## src/logic/pefc_pkg.sv

```systemverilog
// Constants, field layouts and carrier types of the event filter counter.
// Assumes a 32-bit register bus with byte addressing and word-aligned registers.
package pefc_pkg;

  // ----------------------------------------------------------------------
  // Register offsets (byte addresses)
  // ----------------------------------------------------------------------
  localparam logic [7:0] OFS_EVENT_SELECTION_REGISTER_BASE  = 8'h00;
  localparam logic [7:0] OFS_CCCR0      = 8'h20;
  localparam logic [7:0] OFS_CNT0_LO    = 8'h24;
  localparam logic [7:0] OFS_CNT0_HI    = 8'h28;
  localparam logic [7:0] OFS_CCCR1      = 8'h30;
  localparam logic [7:0] OFS_CNT1_LO    = 8'h34;
  localparam logic [7:0] OFS_CNT1_HI    = 8'h38;
  localparam logic [7:0] OFS_IRQ_STATUS = 8'h40;
  localparam logic [7:0] OFS_IRQ_MASK   = 8'h44;

  // ----------------------------------------------------------------------
  // Event selection register fields
  // ----------------------------------------------------------------------
  localparam int EVENT_SELECTION_REGISTER_SEL_LSB  = 25;
  localparam int EVENT_SELECTION_REGISTER_SEL_W    = 7;
  localparam int EVENT_SELECTION_REGISTER_MASK_LSB = 9;
  localparam int EVENT_SELECTION_REGISTER_MASK_W   = 16;
  localparam int EVENT_SELECTION_REGISTER_OS_BIT   = 3;
  localparam int EVENT_SELECTION_REGISTER_USR_BIT  = 2;

  // ----------------------------------------------------------------------
  // Counter configuration register fields
  // ----------------------------------------------------------------------
  localparam int COUNTER_CONFIGURATION_REGISTER_EN_BIT   = 12;
  localparam int COUNTER_CONFIGURATION_REGISTER_SEL_LSB  = 13;
  localparam int COUNTER_CONFIGURATION_REGISTER_SEL_W    = 3;
  localparam int COUNTER_CONFIGURATION_REGISTER_CMP_BIT  = 18;
  localparam int COUNTER_CONFIGURATION_REGISTER_CMPL_BIT = 19;
  localparam int COUNTER_CONFIGURATION_REGISTER_THR_LSB  = 20;
  localparam int COUNTER_CONFIGURATION_REGISTER_THR_W    = 4;
  localparam int COUNTER_CONFIGURATION_REGISTER_EDGE_BIT = 24;
  localparam int COUNTER_CONFIGURATION_REGISTER_CASC_BIT = 30;
  localparam int COUNTER_CONFIGURATION_REGISTER_OVF_BIT  = 31;

  // ----------------------------------------------------------------------
  // Reset values
  // ----------------------------------------------------------------------
  localparam logic [31:0] EVENT_SELECTION_REGISTER_RST  = 32'h0000_0000;
  localparam logic [31:0] COUNTER_CONFIGURATION_REGISTER_RST  = 32'h0000_0000;
  localparam logic [63:0] COUNT_RST = 64'h0000_0000_0000_0000;
  localparam logic [1:0]  IRQ_RST   = 2'h0;

  // ----------------------------------------------------------------------
  // Carrier types
  // ----------------------------------------------------------------------
  typedef struct packed {
    logic       compare;
    logic       complement;
    logic [3:0] threshold;
    logic       edge_en;
  } pefc_filter_cfg_t;

  typedef struct packed {
    logic [7:0]  address;
    logic        read;
    logic        write;
    logic [31:0] writedata;
    logic [3:0]  byteenable;
  } pefc_bus_req_t;

endpackage : pefc_pkg

```

## src/logic/pefc_filter.sv

```systemverilog
// Threshold, complement and rising-edge filter for one counter's four event lines.
// Assumes lines and run come from logic on sys_clk.
`timescale 1ns/1ps
module pefc_filter (
  input  wire logic                      sys_clk,
  input  wire logic                      rst_n,
  input  wire logic                      run,
  input  wire logic [3:0]                lines,
  input  wire pefc_pkg::pefc_filter_cfg_t cfg,
  output logic      [3:0]                incr
);

  logic thr_hit;
  logic hist_q;

  // Lines are weighted 1, 2, 4, 8, so the vector itself is the value.
  always_comb begin
    if (cfg.complement) begin
      thr_hit = (lines <= cfg.threshold); // RULE8 RULE9
    end else begin
      thr_hit = (lines > cfg.threshold); // RULE8 RULE9
    end
  end

  // History is cleared while stopped so a restart cannot see a stale high.
  always_ff @(posedge sys_clk) begin
    if (!rst_n || !run) begin
      hist_q <= 1'b0; // RULE17
    end else begin
      hist_q <= thr_hit; // RULE12
    end
  end

  always_comb begin
    if (!cfg.compare) begin
      incr = lines; // RULE5 RULE6 RULE11
    end else if (cfg.edge_en) begin
      incr = {3'h0, thr_hit & ~hist_q}; // RULE12
    end else begin
      incr = {3'h0, thr_hit}; // RULE7 RULE10
    end
  end

endmodule : pefc_filter

```

## src/logic/pefc_top.sv

```systemverilog
// Event filter counter pair with event selection registers and an Avalon-MM slave.
// Assumes event lines and privilege level come from logic on sys_clk.
//
// How it works
// RULE1 - Event mask field starts at bit nine.
// RULE2 - Software writes zero to undefined mask bits.
// RULE3 - Configuration selector holds selection register index.
// RULE4 - Separate user and supervisor qualify flags.
// RULE5 - Four event lines weighted 1, 2, 4, 8.
// RULE6 - Unfiltered counting adds weighted sum each cycle.
// RULE7 - Compare flag switches to threshold comparison.
// RULE8 - Complement picks less-or-equal versus greater.
// RULE9 - Threshold is a four-bit operand.
// RULE10 - Threshold hit adds exactly one.
// RULE11 - Edge flag only works with compare.
// RULE12 - Edge filter counts false-to-true transitions only.
// RULE13 - Enable flag starts counting until cleared.
// RULE14 - Overflow starts the cascaded partner counter.
// RULE15 - Counter wraps and sets sticky overflow flag.
// RULE16 - Arm cascade with cascade set, enable clear.
// RULE17 - Stopped counter holds value, clears edge history.
// RULE18 - Software count write beats increment.
//
// The Avalon-MM slave port and the placing of the registers were left to the implementer.
`timescale 1ns/1ps
module pefc_top #(
  parameter int CNT_W    = 40,
  parameter int NUM_EVENT_SELECTION_REGISTER = 8
) (
  input  wire logic                      sys_clk,
  input  wire logic                      rst_n,
  input  wire logic [7:0]                avs_address,
  input  wire logic                      avs_read,
  input  wire logic                      avs_write,
  input  wire logic [31:0]               avs_writedata,
  input  wire logic [3:0]                avs_byteenable,
  output logic      [31:0]               avs_readdata,
  output logic                           avs_waitrequest,
  input  wire logic [NUM_EVENT_SELECTION_REGISTER-1:0][3:0]  evt_lines,
  input  wire logic                      user_mode,
  output logic                           irq
);

  // ----------------------------------------------------------------------
  // Elaboration checks
  // ----------------------------------------------------------------------
  if (CNT_W < 33 || CNT_W > 64) begin : g_bad_cnt_w
    $error("CNT_W must lie between 33 and 64.");
  end
  if (NUM_EVENT_SELECTION_REGISTER < 1 || NUM_EVENT_SELECTION_REGISTER > 8) begin : g_bad_event_selection_register
    $error("NUM_EVENT_SELECTION_REGISTER must lie between 1 and 8.");
  end

  // ----------------------------------------------------------------------
  // Bus handshake
  // ----------------------------------------------------------------------
  // Every access takes one wait state: the first edge latches read data,
  // the second edge completes the transfer.
  pefc_pkg::pefc_bus_req_t req;
  logic                    wait_q;
  logic                    acc;
  logic                    wr_en;

  assign req = '{address: avs_address, read: avs_read, write: avs_write,
                 writedata: avs_writedata, byteenable: avs_byteenable};
  assign acc = (req.read || req.write) && !wait_q;
  assign wr_en = req.write && !wait_q;

  always_ff @(posedge sys_clk) begin
    if (!rst_n) begin
      wait_q <= 1'b1;
    end else if (!wait_q) begin
      wait_q <= 1'b1;
    end else if (req.read || req.write) begin
      wait_q <= 1'b0;
    end
  end

  assign avs_waitrequest = wait_q;

  function automatic logic [31:0] merge(input logic [31:0] old_v,
                                        input logic [31:0] new_v,
                                        input logic [3:0]  be);
    logic [31:0] r;
    r = old_v;
    for (int b = 0; b < 4; b++) begin
      if (be[b]) begin
        r[8*b +: 8] = new_v[8*b +: 8];
      end
    end
    return r;
  endfunction : merge

  // ----------------------------------------------------------------------
  // Register storage
  // ----------------------------------------------------------------------
  logic [31:0]      event_selection_register_q [NUM_EVENT_SELECTION_REGISTER];
  logic [31:0]      counter_configuration_register_q [2];
  logic [CNT_W-1:0] count_q [2];
  logic [1:0]       irq_status_q;
  logic [1:0]       irq_mask_q;
  logic             irq_q;

  logic [7:0] ofs_counter_configuration_register   [2];
  logic [7:0] ofs_cnt_lo [2];
  logic [7:0] ofs_cnt_hi [2];
  assign ofs_counter_configuration_register[0]   = pefc_pkg::OFS_CCCR0;
  assign ofs_counter_configuration_register[1]   = pefc_pkg::OFS_CCCR1;
  assign ofs_cnt_lo[0] = pefc_pkg::OFS_CNT0_LO;
  assign ofs_cnt_lo[1] = pefc_pkg::OFS_CNT1_LO;
  assign ofs_cnt_hi[0] = pefc_pkg::OFS_CNT0_HI;
  assign ofs_cnt_hi[1] = pefc_pkg::OFS_CNT1_HI;

  logic [7:0] addr_w;
  assign addr_w = {req.address[7:2], 2'h0};

  // ----------------------------------------------------------------------
  // Event selection registers
  // ----------------------------------------------------------------------
  // Mask bits are stored as written; undefined subevent bits are expected
  // to be written as zero and are not policed here.
  always_ff @(posedge sys_clk) begin
    for (int e = 0; e < NUM_EVENT_SELECTION_REGISTER; e++) begin
      if (!rst_n) begin
        event_selection_register_q[e] <= pefc_pkg::EVENT_SELECTION_REGISTER_RST;
      end else if (wr_en && addr_w == pefc_pkg::OFS_EVENT_SELECTION_REGISTER_BASE + 8'(4 * e)) begin
        event_selection_register_q[e] <= merge(event_selection_register_q[e], req.writedata, req.byteenable); // RULE1 RULE2 RULE4
      end
    end
  end

  // ----------------------------------------------------------------------
  // Counter channels
  // ----------------------------------------------------------------------
  logic [1:0]       run;
  logic [1:0]       ovf_evt;
  logic [3:0]       incr [2];
  logic [CNT_W:0]   sum  [2];
  logic [63:0]      cnt_ext [2];

  for (genvar c = 0; c < 2; c++) begin : g_ch
    logic [pefc_pkg::COUNTER_CONFIGURATION_REGISTER_SEL_W-1:0] sel;
    logic [31:0]                     event_selection_register;
    logic                            qualify;
    logic [3:0]                      lines;
    pefc_pkg::pefc_filter_cfg_t      cfg;

    assign sel = counter_configuration_register_q[c][pefc_pkg::COUNTER_CONFIGURATION_REGISTER_SEL_LSB +: pefc_pkg::COUNTER_CONFIGURATION_REGISTER_SEL_W]; // RULE3
    assign event_selection_register = (int'(sel) < NUM_EVENT_SELECTION_REGISTER) ? event_selection_register_q[int'(sel)] : 32'h0000_0000; // RULE3
    assign qualify = user_mode ? event_selection_register[pefc_pkg::EVENT_SELECTION_REGISTER_USR_BIT]
                               : event_selection_register[pefc_pkg::EVENT_SELECTION_REGISTER_OS_BIT]; // RULE4
    assign lines = qualify ? evt_lines[int'(sel) % NUM_EVENT_SELECTION_REGISTER] : 4'h0;

    assign cfg = '{compare:    counter_configuration_register_q[c][pefc_pkg::COUNTER_CONFIGURATION_REGISTER_CMP_BIT],
                   complement: counter_configuration_register_q[c][pefc_pkg::COUNTER_CONFIGURATION_REGISTER_CMPL_BIT],
                   threshold:  counter_configuration_register_q[c][pefc_pkg::COUNTER_CONFIGURATION_REGISTER_THR_LSB +: pefc_pkg::COUNTER_CONFIGURATION_REGISTER_THR_W],
                   edge_en:    counter_configuration_register_q[c][pefc_pkg::COUNTER_CONFIGURATION_REGISTER_EDGE_BIT]};

    // Cascade start holds only while the partner's sticky overflow stays set,
    // so clearing either that flag or the cascade flag halts the counter.
    assign run[c] = counter_configuration_register_q[c][pefc_pkg::COUNTER_CONFIGURATION_REGISTER_EN_BIT] // RULE13
                  | (counter_configuration_register_q[c][pefc_pkg::COUNTER_CONFIGURATION_REGISTER_CASC_BIT]
                     & counter_configuration_register_q[1-c][pefc_pkg::COUNTER_CONFIGURATION_REGISTER_OVF_BIT]); // RULE14 RULE16

    pefc_filter u_filter (
      .sys_clk (sys_clk),
      .rst_n   (rst_n),
      .run     (run[c]),
      .lines   (lines),
      .cfg     (cfg),
      .incr    (incr[c])
    );

    assign sum[c] = {1'b0, count_q[c]} + (CNT_W + 1)'(incr[c]); // RULE6
    assign ovf_evt[c] = run[c] && sum[c][CNT_W]; // RULE15
    assign cnt_ext[c] = 64'(count_q[c]);
  end

  // ----------------------------------------------------------------------
  // Configuration registers and counts
  // ----------------------------------------------------------------------
  always_ff @(posedge sys_clk) begin
    for (int c = 0; c < 2; c++) begin
      if (!rst_n) begin
        counter_configuration_register_q[c] <= pefc_pkg::COUNTER_CONFIGURATION_REGISTER_RST;
      end else begin
        if (wr_en && addr_w == ofs_counter_configuration_register[c]) begin
          counter_configuration_register_q[c] <= merge(counter_configuration_register_q[c], req.writedata, req.byteenable);
        end
        // A new overflow wins over a software clear in the same cycle.
        if (ovf_evt[c]) begin
          counter_configuration_register_q[c][pefc_pkg::COUNTER_CONFIGURATION_REGISTER_OVF_BIT] <= 1'b1; // RULE15
        end
      end
    end
  end

  always_ff @(posedge sys_clk) begin
    for (int c = 0; c < 2; c++) begin
      if (!rst_n) begin
        count_q[c] <= CNT_W'(pefc_pkg::COUNT_RST);
      end else if (wr_en && addr_w == ofs_cnt_lo[c]) begin
        count_q[c] <= CNT_W'({cnt_ext[c][63:32],
                              merge(cnt_ext[c][31:0], req.writedata, req.byteenable)}); // RULE18
      end else if (wr_en && addr_w == ofs_cnt_hi[c]) begin
        count_q[c] <= CNT_W'({merge(cnt_ext[c][63:32], req.writedata, req.byteenable),
                              cnt_ext[c][31:0]}); // RULE18
      end else if (run[c]) begin
        count_q[c] <= sum[c][CNT_W-1:0]; // RULE6 RULE15
      end
      // Otherwise the count holds its value while stopped. RULE17
    end
  end

  // ----------------------------------------------------------------------
  // Interrupt status and mask
  // ----------------------------------------------------------------------
  always_ff @(posedge sys_clk) begin
    if (!rst_n) begin
      irq_status_q <= pefc_pkg::IRQ_RST;
    end else if (wr_en && addr_w == pefc_pkg::OFS_IRQ_STATUS && req.byteenable[0]) begin
      irq_status_q <= (irq_status_q & ~req.writedata[1:0]) | ovf_evt;
    end else begin
      irq_status_q <= irq_status_q | ovf_evt;
    end
  end

  always_ff @(posedge sys_clk) begin
    if (!rst_n) begin
      irq_mask_q <= pefc_pkg::IRQ_RST;
    end else if (wr_en && addr_w == pefc_pkg::OFS_IRQ_MASK && req.byteenable[0]) begin
      irq_mask_q <= req.writedata[1:0];
    end
  end

  always_ff @(posedge sys_clk) begin
    if (!rst_n) begin
      irq_q <= 1'b0;
    end else begin
      irq_q <= |(irq_status_q & irq_mask_q);
    end
  end

  assign irq = irq_q;

  // ----------------------------------------------------------------------
  // Read path
  // ----------------------------------------------------------------------
  logic [31:0] rd_mux;
  logic [31:0] rd_q;

  always_comb begin
    rd_mux = 32'h0000_0000;
    for (int e = 0; e < NUM_EVENT_SELECTION_REGISTER; e++) begin
      if (addr_w == pefc_pkg::OFS_EVENT_SELECTION_REGISTER_BASE + 8'(4 * e)) begin
        rd_mux = event_selection_register_q[e];
      end
    end
    for (int c = 0; c < 2; c++) begin
      if (addr_w == ofs_counter_configuration_register[c]) begin
        rd_mux = counter_configuration_register_q[c];
      end
      if (addr_w == ofs_cnt_lo[c]) begin
        rd_mux = cnt_ext[c][31:0];
      end
      if (addr_w == ofs_cnt_hi[c]) begin
        rd_mux = cnt_ext[c][63:32];
      end
    end
    if (addr_w == pefc_pkg::OFS_IRQ_STATUS) begin
      rd_mux = {30'h0000_0000, irq_status_q};
    end
    if (addr_w == pefc_pkg::OFS_IRQ_MASK) begin
      rd_mux = {30'h0000_0000, irq_mask_q};
    end
  end

  // Data is latched on the first edge of the request and stands through
  // the edge where waitrequest is seen low.
  always_ff @(posedge sys_clk) begin
    if (!rst_n) begin
      rd_q <= 32'h0000_0000;
    end else if (req.read && wait_q) begin
      rd_q <= rd_mux;
    end
  end

  assign avs_readdata = rd_q;

  logic unused_acc;
  assign unused_acc = acc;

endmodule : pefc_top

```

## config.mk

```make
export PLATFORM = sky130hd
export DESIGN_NAME = pefc_top
export DESIGN_NICKNAME = d
export VERILOG_FILES = /design/src/logic/pefc_pkg.sv /design/src/logic/pefc_filter.sv /design/src/logic/pefc_top.sv
export SDC_FILE = /design/constraint.sdc
export NUM_CORES = 1
export LEC_CHECK = 0
export ABC_CLOCK_PERIOD_IN_PS = 5200
export BUFFER_PORTS_ARGS = -buffer_cell sky130_fd_sc_hd__buf_2
export CORE_MARGIN = 2
export CORE_UTILIZATION = 30
export CTS_BUF_LIST = sky130_fd_sc_hd__clkbuf_4 sky130_fd_sc_hd__clkbuf_8
export DETAILED_ROUTE_END_ITERATION = 16
export PLACE_DENSITY_LB_ADDON = 0.1
export SLEW_MARGIN = 30
export SYNTH_ARGS = -nofsm -noshare
export SYNTH_HDL_FRONTEND = slang
export SYNTH_HIERARCHICAL = 1
export SYNTH_SLANG_ARGS = --single-unit
```

## constraint.sdc

```tcl
create_clock -name sys_clk -period 5.2 [get_ports sys_clk]
set_input_delay 1.04 -clock sys_clk [delete_from_list [all_inputs] [get_ports sys_clk]]
set_output_delay 1.04 -clock sys_clk [all_outputs]
set_load 0.005 [all_outputs]
```

# Word level (Yosys, flattened, before mapping)
# Memory sizes are Yosys's and may differ from the RTL's.
# Index checks and enable logic that the tools add are counted.
[totals]
register_bits = 40
wordCells = 359
input_bits = 81
ram_bits = 400
memories = 3
[memory_table]
columns = ["memory", "words", "word_bits", "rd", "rd_ports_with_merged_regs", "wr", "line", "source"]
rows = [
  ["event_selection_register_q", 8, 32, 10, 0, 8, "pefc_top.sv:97", "logic [31:0] event_selection_register_q [NUM_EVENT_SELECTION_REGISTER];"],
  ["count_q", 2, 40, 2, 0, 2, "pefc_top.sv:99", "logic [CNT_W-1:0] count_q [2];"],
  ["counter_configuration_register_q", 2, 32, 2, 0, 2, "pefc_top.sv:98", "logic [31:0] counter_configuration_register_q [2];"],
]
[op_classes]
eq_ne = 15
addsub = 2
n_bitwise = 31
order_cmp = 6
mux = 263
reduce_logical = 32
[ops]
columns = ["op", "n"]
rows = [
  ["$mux 8", 152],
  ["$mux 32", 26],
  ["$mux 40", 6],
  ["$add 40x4->41", 2],
  ["$mux 1", 70],
  ["$eq 6x4->1 const B", 6],
  ["$bmux 4 s3", 2],
  ["$eq 6x3->1 const B", 4],
  ["$mux 4", 6],
  ["$logic_and 1x1->1", 22],
  ["$or 1x1->1", 20],
  ["$eq 6x2->1 const B", 2],
  ["$eq 6x5->1 const B", 2],
  ["$gt 4x4->1", 2],
  ["$le 4x4->1", 2],
  ["$logic_not 8->1", 1],
  ["$lt 3x4->1 const B", 2],
  ["$eq 6x1->1 const B", 1],
  ["$and 1x1->1", 4],
  ["$and 2x2->2", 2],
  ["$logic_not 1->1", 4],
  ["$or 2x2->2", 2],
  ["$logic_or 1x1->1", 3],
  ["$mux 2", 1],
  ["other kinds (4)", 5],
]

# Longest topological paths before layout
[logic_depth]
word_depth = 17
ltp_mapped = 20
mapped_depth_nobuf = 17

# Hierarchy
# Netlist, hierarchy kept.
[modules_own_cells]
columns = ["mod", "cells_each", "area_per_inst_um2", "n_inst", "seq_area_each_um2"]
rows = [
  ["pefc_top", 2203, 23946.7, 1, 12772.2],
  ["pefc_filter", 27, 216.5, 2, 20.0],
]

# Least setup slack after synthesis
# No wires, ideal clock.
[synth_timing]
path_kind = "register to register"
start = "memory counter_configuration_register_q[0][13]"
end = "memory count_q[0][36] (data pin)"
setup_time_ps = 135
stages_incl_launch_ff = 19
required_time_ps = 5065
slack_ps = 242
arrival_time_ps = 4823
synth_period_minus_slack_ps = 4958
cell_sequence = "edfxtp_1 buf_2 mux4_2 mux4_2 nor2b_1 ha_1 and4_1 or3b_1 a21oi_1 or3_1 ha_1 inv_1 fa_1 nor2b_1 o21ai_1 a2111o_1 buf_6 or4_1 nand3_1"
[synth_lines]
columns = ["item", "line"]
rows = [
  ["from (decl)", "pefc_top.sv:98"],
  ["to (decl)", "pefc_top.sv:99"],
]

==> results.md <==
- Area share of fa/ha/maj cells after synthesis: 0.985%
- Cell Area, Placed: 26400 sq um
- Setup crit start kind: flip-flop
- Max-slew violation total from the final report: 0
- Mean instance size in the synthesized netlist: 10.8 sq um
- Number of failing hold endpoints at the final stage: 0
- Die width: 289 microns
- Y dimension of the die: 289 microns
- Met3 wirelength from detailed routing: 6.03 mm
- Via count of the first global-routing pass: 19.5k
- Distinct cells, synth: 88
- Result of the run: completed
- Final instance area: 28300 sq um
- Crit Path Category: flip-flop to flip-flop
- Syn_nets: 2356
- Arrival time at the worst endpoint: 5570 ps
- Fraction of synthesized area in multiplexers: 6.53%
- Die outline area: 83600 sq um
- Total standard cell area after synthesis: 24400 sq um
- Pin count of the biggest net entering global routing: 107
- # H-tree levels: 3
- CP max FO: 8
- Number of buffers inserted during clock tree synthesis: 86
- Xor and xnor fraction of the mapped netlist area: 1.94%
- TritonCTS Sinks: 440
- Clock Skews: 38.3 ps
- Hold Buf Count CTS: 0
- Static leakage power: 10.9 nW
- Number of nets with antenna violations after routing: 0
- Setup-violating endpoint count in the final report: 0
- Min Clock Period, post-route: 5030 ps
- Count of synthesis-stage warnings from yosys: 6
- Topmost layer with routed signal wires: met5
- FF+latch count, synth: 440
- Unrepaired setup endpoints after global routing: no
- Area delta synth->final: 16.0%
- DRC: 0
- Achievable clock frequency: 199 MHz
- Max IR drop VDD: 162 uV
- P per Cell Area: 299 nW/um^2
- Number of rows in the core area: 104
- Cell with the largest stage delay on the worst path: sky130_fd_sc_hd__a2111o_2
- First-pass GRT wire length: 141 mm
- Number of iterations in the first detailed-routing pass: 5
- Initial Utilization: 30.3%
- TritonCTS clock tree: built
- Remaining Overflow, GRT: 0
- Top-Level Pins: 115
- Worst slew margin relative to its limit: 22.3%
- Average detailed-routed wire length per instance: 28.1 microns
- Number of nets in the finished design: 2453
- Final worst-path cycle share: 96.7%
- Total routed wirelength: 98.0 mm
- Area of the core region: 80500 sq um
- Fraction of registers with async set/reset: 0%
- Sequential element share of the synthesized area: 52.6%
- Largest family of logic cells by synthesized area: simple AND/OR/NAND/NOR gates
- Worst Tran Pin Value: 1160 ps
- Yosys top cell by area: sky130_fd_sc_hd__edfxtp_1
- Post-DP HPWL: 68.8 mm
- Area share of the leading cell type in the synthesized netlist: 49.3%
- CTS Root Buffer Type: sky130_fd_sc_hd__clkbuf_8
- Number of cells produced by synthesis: 2257
- Fraction of final layout cells sized beyond drive strength 1: 19.7%
- Drt via density: 5.66
- Most used flip-flop cell after synthesis: sky130_fd_sc_hd__edfxtp_1
- Critical-path cell list: buf_12 -> mux4_2 -> mux4_2 -> nor2b_1 -> ha_1 -> and4_1 -> or3b_1 -> a21oi_1 -> or3_1 -> ha_2 -> inv_1 -> fa_2 -> nor2b_2 -> o21ai_2 -> a2111o_2 -> or4_1 -> nand3_1
- List of most frequent post-synthesis cells: 400 x sky130_fd_sc_hd__edfxtp_1, 239 x sky130_fd_sc_hd__and3_1, 191 x sky130_fd_sc_hd__nand2_1, 183 x sky130_fd_sc_hd__clkbuf_1, 105 x sky130_fd_sc_hd__nand3_1
- Number of antenna violations at the first check in global routing: 4
- Insertion delay to the later sink of the worst-skew pair: 710 ps
- Data required time of the critical path: 5750 ps
- Largest stage delay, worst path: 560 ps
- Number of flops mapped to enable cells by yosys: 400
- Post-synthesis share of cell area spent on and, or, nand and nor gates: 20.9%
- Routability Congestion: 0.871
- Detailed Route Iter0 Violations: 1789
- Area fraction in compound gates after synthesis: 12.8%
- Most common cell type on the critical path: sky130_fd_sc_hd__mux4_2
- Gr usage total: 23.3%
- Most area-consuming cells after synthesis: sky130_fd_sc_hd__edfxtp_1 49%, sky130_fd_sc_hd__and3_1 6.1%, sky130_fd_sc_hd__mux4_2 3.5%, sky130_fd_sc_hd__dfxtp_1 3.3%, sky130_fd_sc_hd__nand2_1 2.9%
- Maxcap violations: 0
- Worst slack at placement: -142 ps
- Most numerous cell in the Yosys netlist: sky130_fd_sc_hd__edfxtp_1
- Class of the tightest hold or removal check: flip-flop to flip-flop
- Clock-pin slew of the registers on the worst-case setup and hold paths: 60 ps
- Maximum clock path buffer count: 3
- Met2 wire length: 45.5 mm
- Count of vias placed by the detailed router: 19.7k
- M1 WL: 43.2 mm
- Endpoint class of the critical path: flip-flop
- Total of buffers placed on input and output ports: 112
- Worst Setup Slack, final: 171 ps
## where the power goes
part | internal (mW) | switching, mW | total (mW)
logic | 0.259 | 0.529 | 0.788
registers | 3.99 | 0.126 | 4.12
clock network | 1.90 | 1.66 | 3.56
## final cells by class
type,instances,area (sq um)
fill,8054,52300
multi-input combinational,1553,10700
clock inverter,29,174
inverter,35,131
clock buffer,128,1530
sequential,440,12800
timing repair buffer,238,1610
tap,1060,1330
antenna,2,5.00
## stage by stage
step | hold slack (ps) | setup TNS, ps | total power, mW | utilization (%) | instances
after floorplan | 442 | 0 | 4.56 | - | 2257
after global placement | 463 | -612 | 4.96 | 32.8 | 3321
after detailed placement | 460 | -1310 | 4.97 | 32.8 | 3322
after CTS | 479 | 0 | 8.54 | 35.0 | 3480
after global routing | 503 | 0 | 8.76 | 35.1 | 3484
final | 485 | 0 | 8.47 | 35.1 | 3485
## logic make-up (layout without fill, tap and decap cells)
kind of cell	after synthesis	count (layout)
and+or+nand+nor	914	914
AOI/OAI and AO/OA	456	456
DFF	440	440
buffers and inverters	264	430
muxes	111	111
xor gates and xnor gates	54	54
adders and majority gates	18	18
other	0	2
## placed cells by master, fill, tap and decap left out, types with 16 or more instances in the layout
cell and count:
sky130_fd_sc_hd__nor3_1 21, sky130_fd_sc_hd__edfxtp_1 400, sky130_fd_sc_hd__xnor2_1 47, sky130_fd_sc_hd__dfxtp_1 40
sky130_fd_sc_hd__mux2i_1 68, sky130_fd_sc_hd__a22o_1 22, sky130_fd_sc_hd__and3_1 239, sky130_fd_sc_hd__o22ai_1 26
sky130_fd_sc_hd__mux4_2 38, sky130_fd_sc_hd__o21ai_0 92, sky130_fd_sc_hd__a211oi_1 16, sky130_fd_sc_hd__o211ai_1 19
sky130_fd_sc_hd__nor2b_1 23, sky130_fd_sc_hd__nand3_1 105, sky130_fd_sc_hd__o2bb2ai_1 23, sky130_fd_sc_hd__buf_2 111
sky130_fd_sc_hd__and2_1 103, sky130_fd_sc_hd__a21oi_1 63, sky130_fd_sc_hd__clkbuf_4 37, sky130_fd_sc_hd__or3_1 21
sky130_fd_sc_hd__nor2_1 65, sky130_fd_sc_hd__clkinv_1 17, sky130_fd_sc_hd__inv_1 34, sky130_fd_sc_hd__a221o_1 20
sky130_fd_sc_hd__nand2_1 191, sky130_fd_sc_hd__clkbuf_8 91, sky130_fd_sc_hd__nand4_1 40, sky130_fd_sc_hd__buf_4 118
sky130_fd_sc_hd__o21ai_1 44, sky130_fd_sc_hd__a22oi_1 26
## layer usage
layer | global-route usage [%] | vias to the layer above
li1 | - | 8788
met1 | 31.8 | 9978
met2 | 37.5 | 778
met3 | 3.92 | 176
met4 | 7.60 | 6
met5 | 0 | -
## worst paths after layout
path | from | to | slack, ps | cells past startpoint
max reg2reg | counter_configuration_register_q[0][13] | count_q[0][38] | 170 | 17
min reg2reg | avs_readdata[27] | avs_readdata[27] | 480 | 2
max | counter_configuration_register_q[0][13] | count_q[0][38] | 170 | 17
min | avs_readdata[27] | avs_readdata[27] | 480 | 2
## sequential cells by signal, summed over array words and instances, names as in the netlist
name	cells
event_selection_register_q	256
irq	1
g_ch.u_filter/hist_q	2
avs_readdata	32
counter_configuration_register_q	64
irq_mask_q	2
avs_waitrequest	1
irq_status_q	2
count_q	80
## worst max-delay path, delay by kind of cell (launching register included)
| kind | cells | cell delay, ps |
|---|---|---|
| buffers and inverters | 2 | 210 |
| adder cells (fa/ha/maj) | 3 | 880 |
| AO/OA/AOI/OAI | 3 | 780 |
| flip-flops | 1 | 410 |
| multiplexers | 2 | 1040 |
| AND/OR/NAND/NOR | 7 | 1550 |
## timing repair
action                                  4_1_cts  5_1_grt
resized for setup                             5       22
endpoints found under the setup margin        8       28
pin swaps                                     1        0
buffers inserted                              1        1
gates cloned                                  0        0
Note: power is estimated with default switching activity, not from simulation.
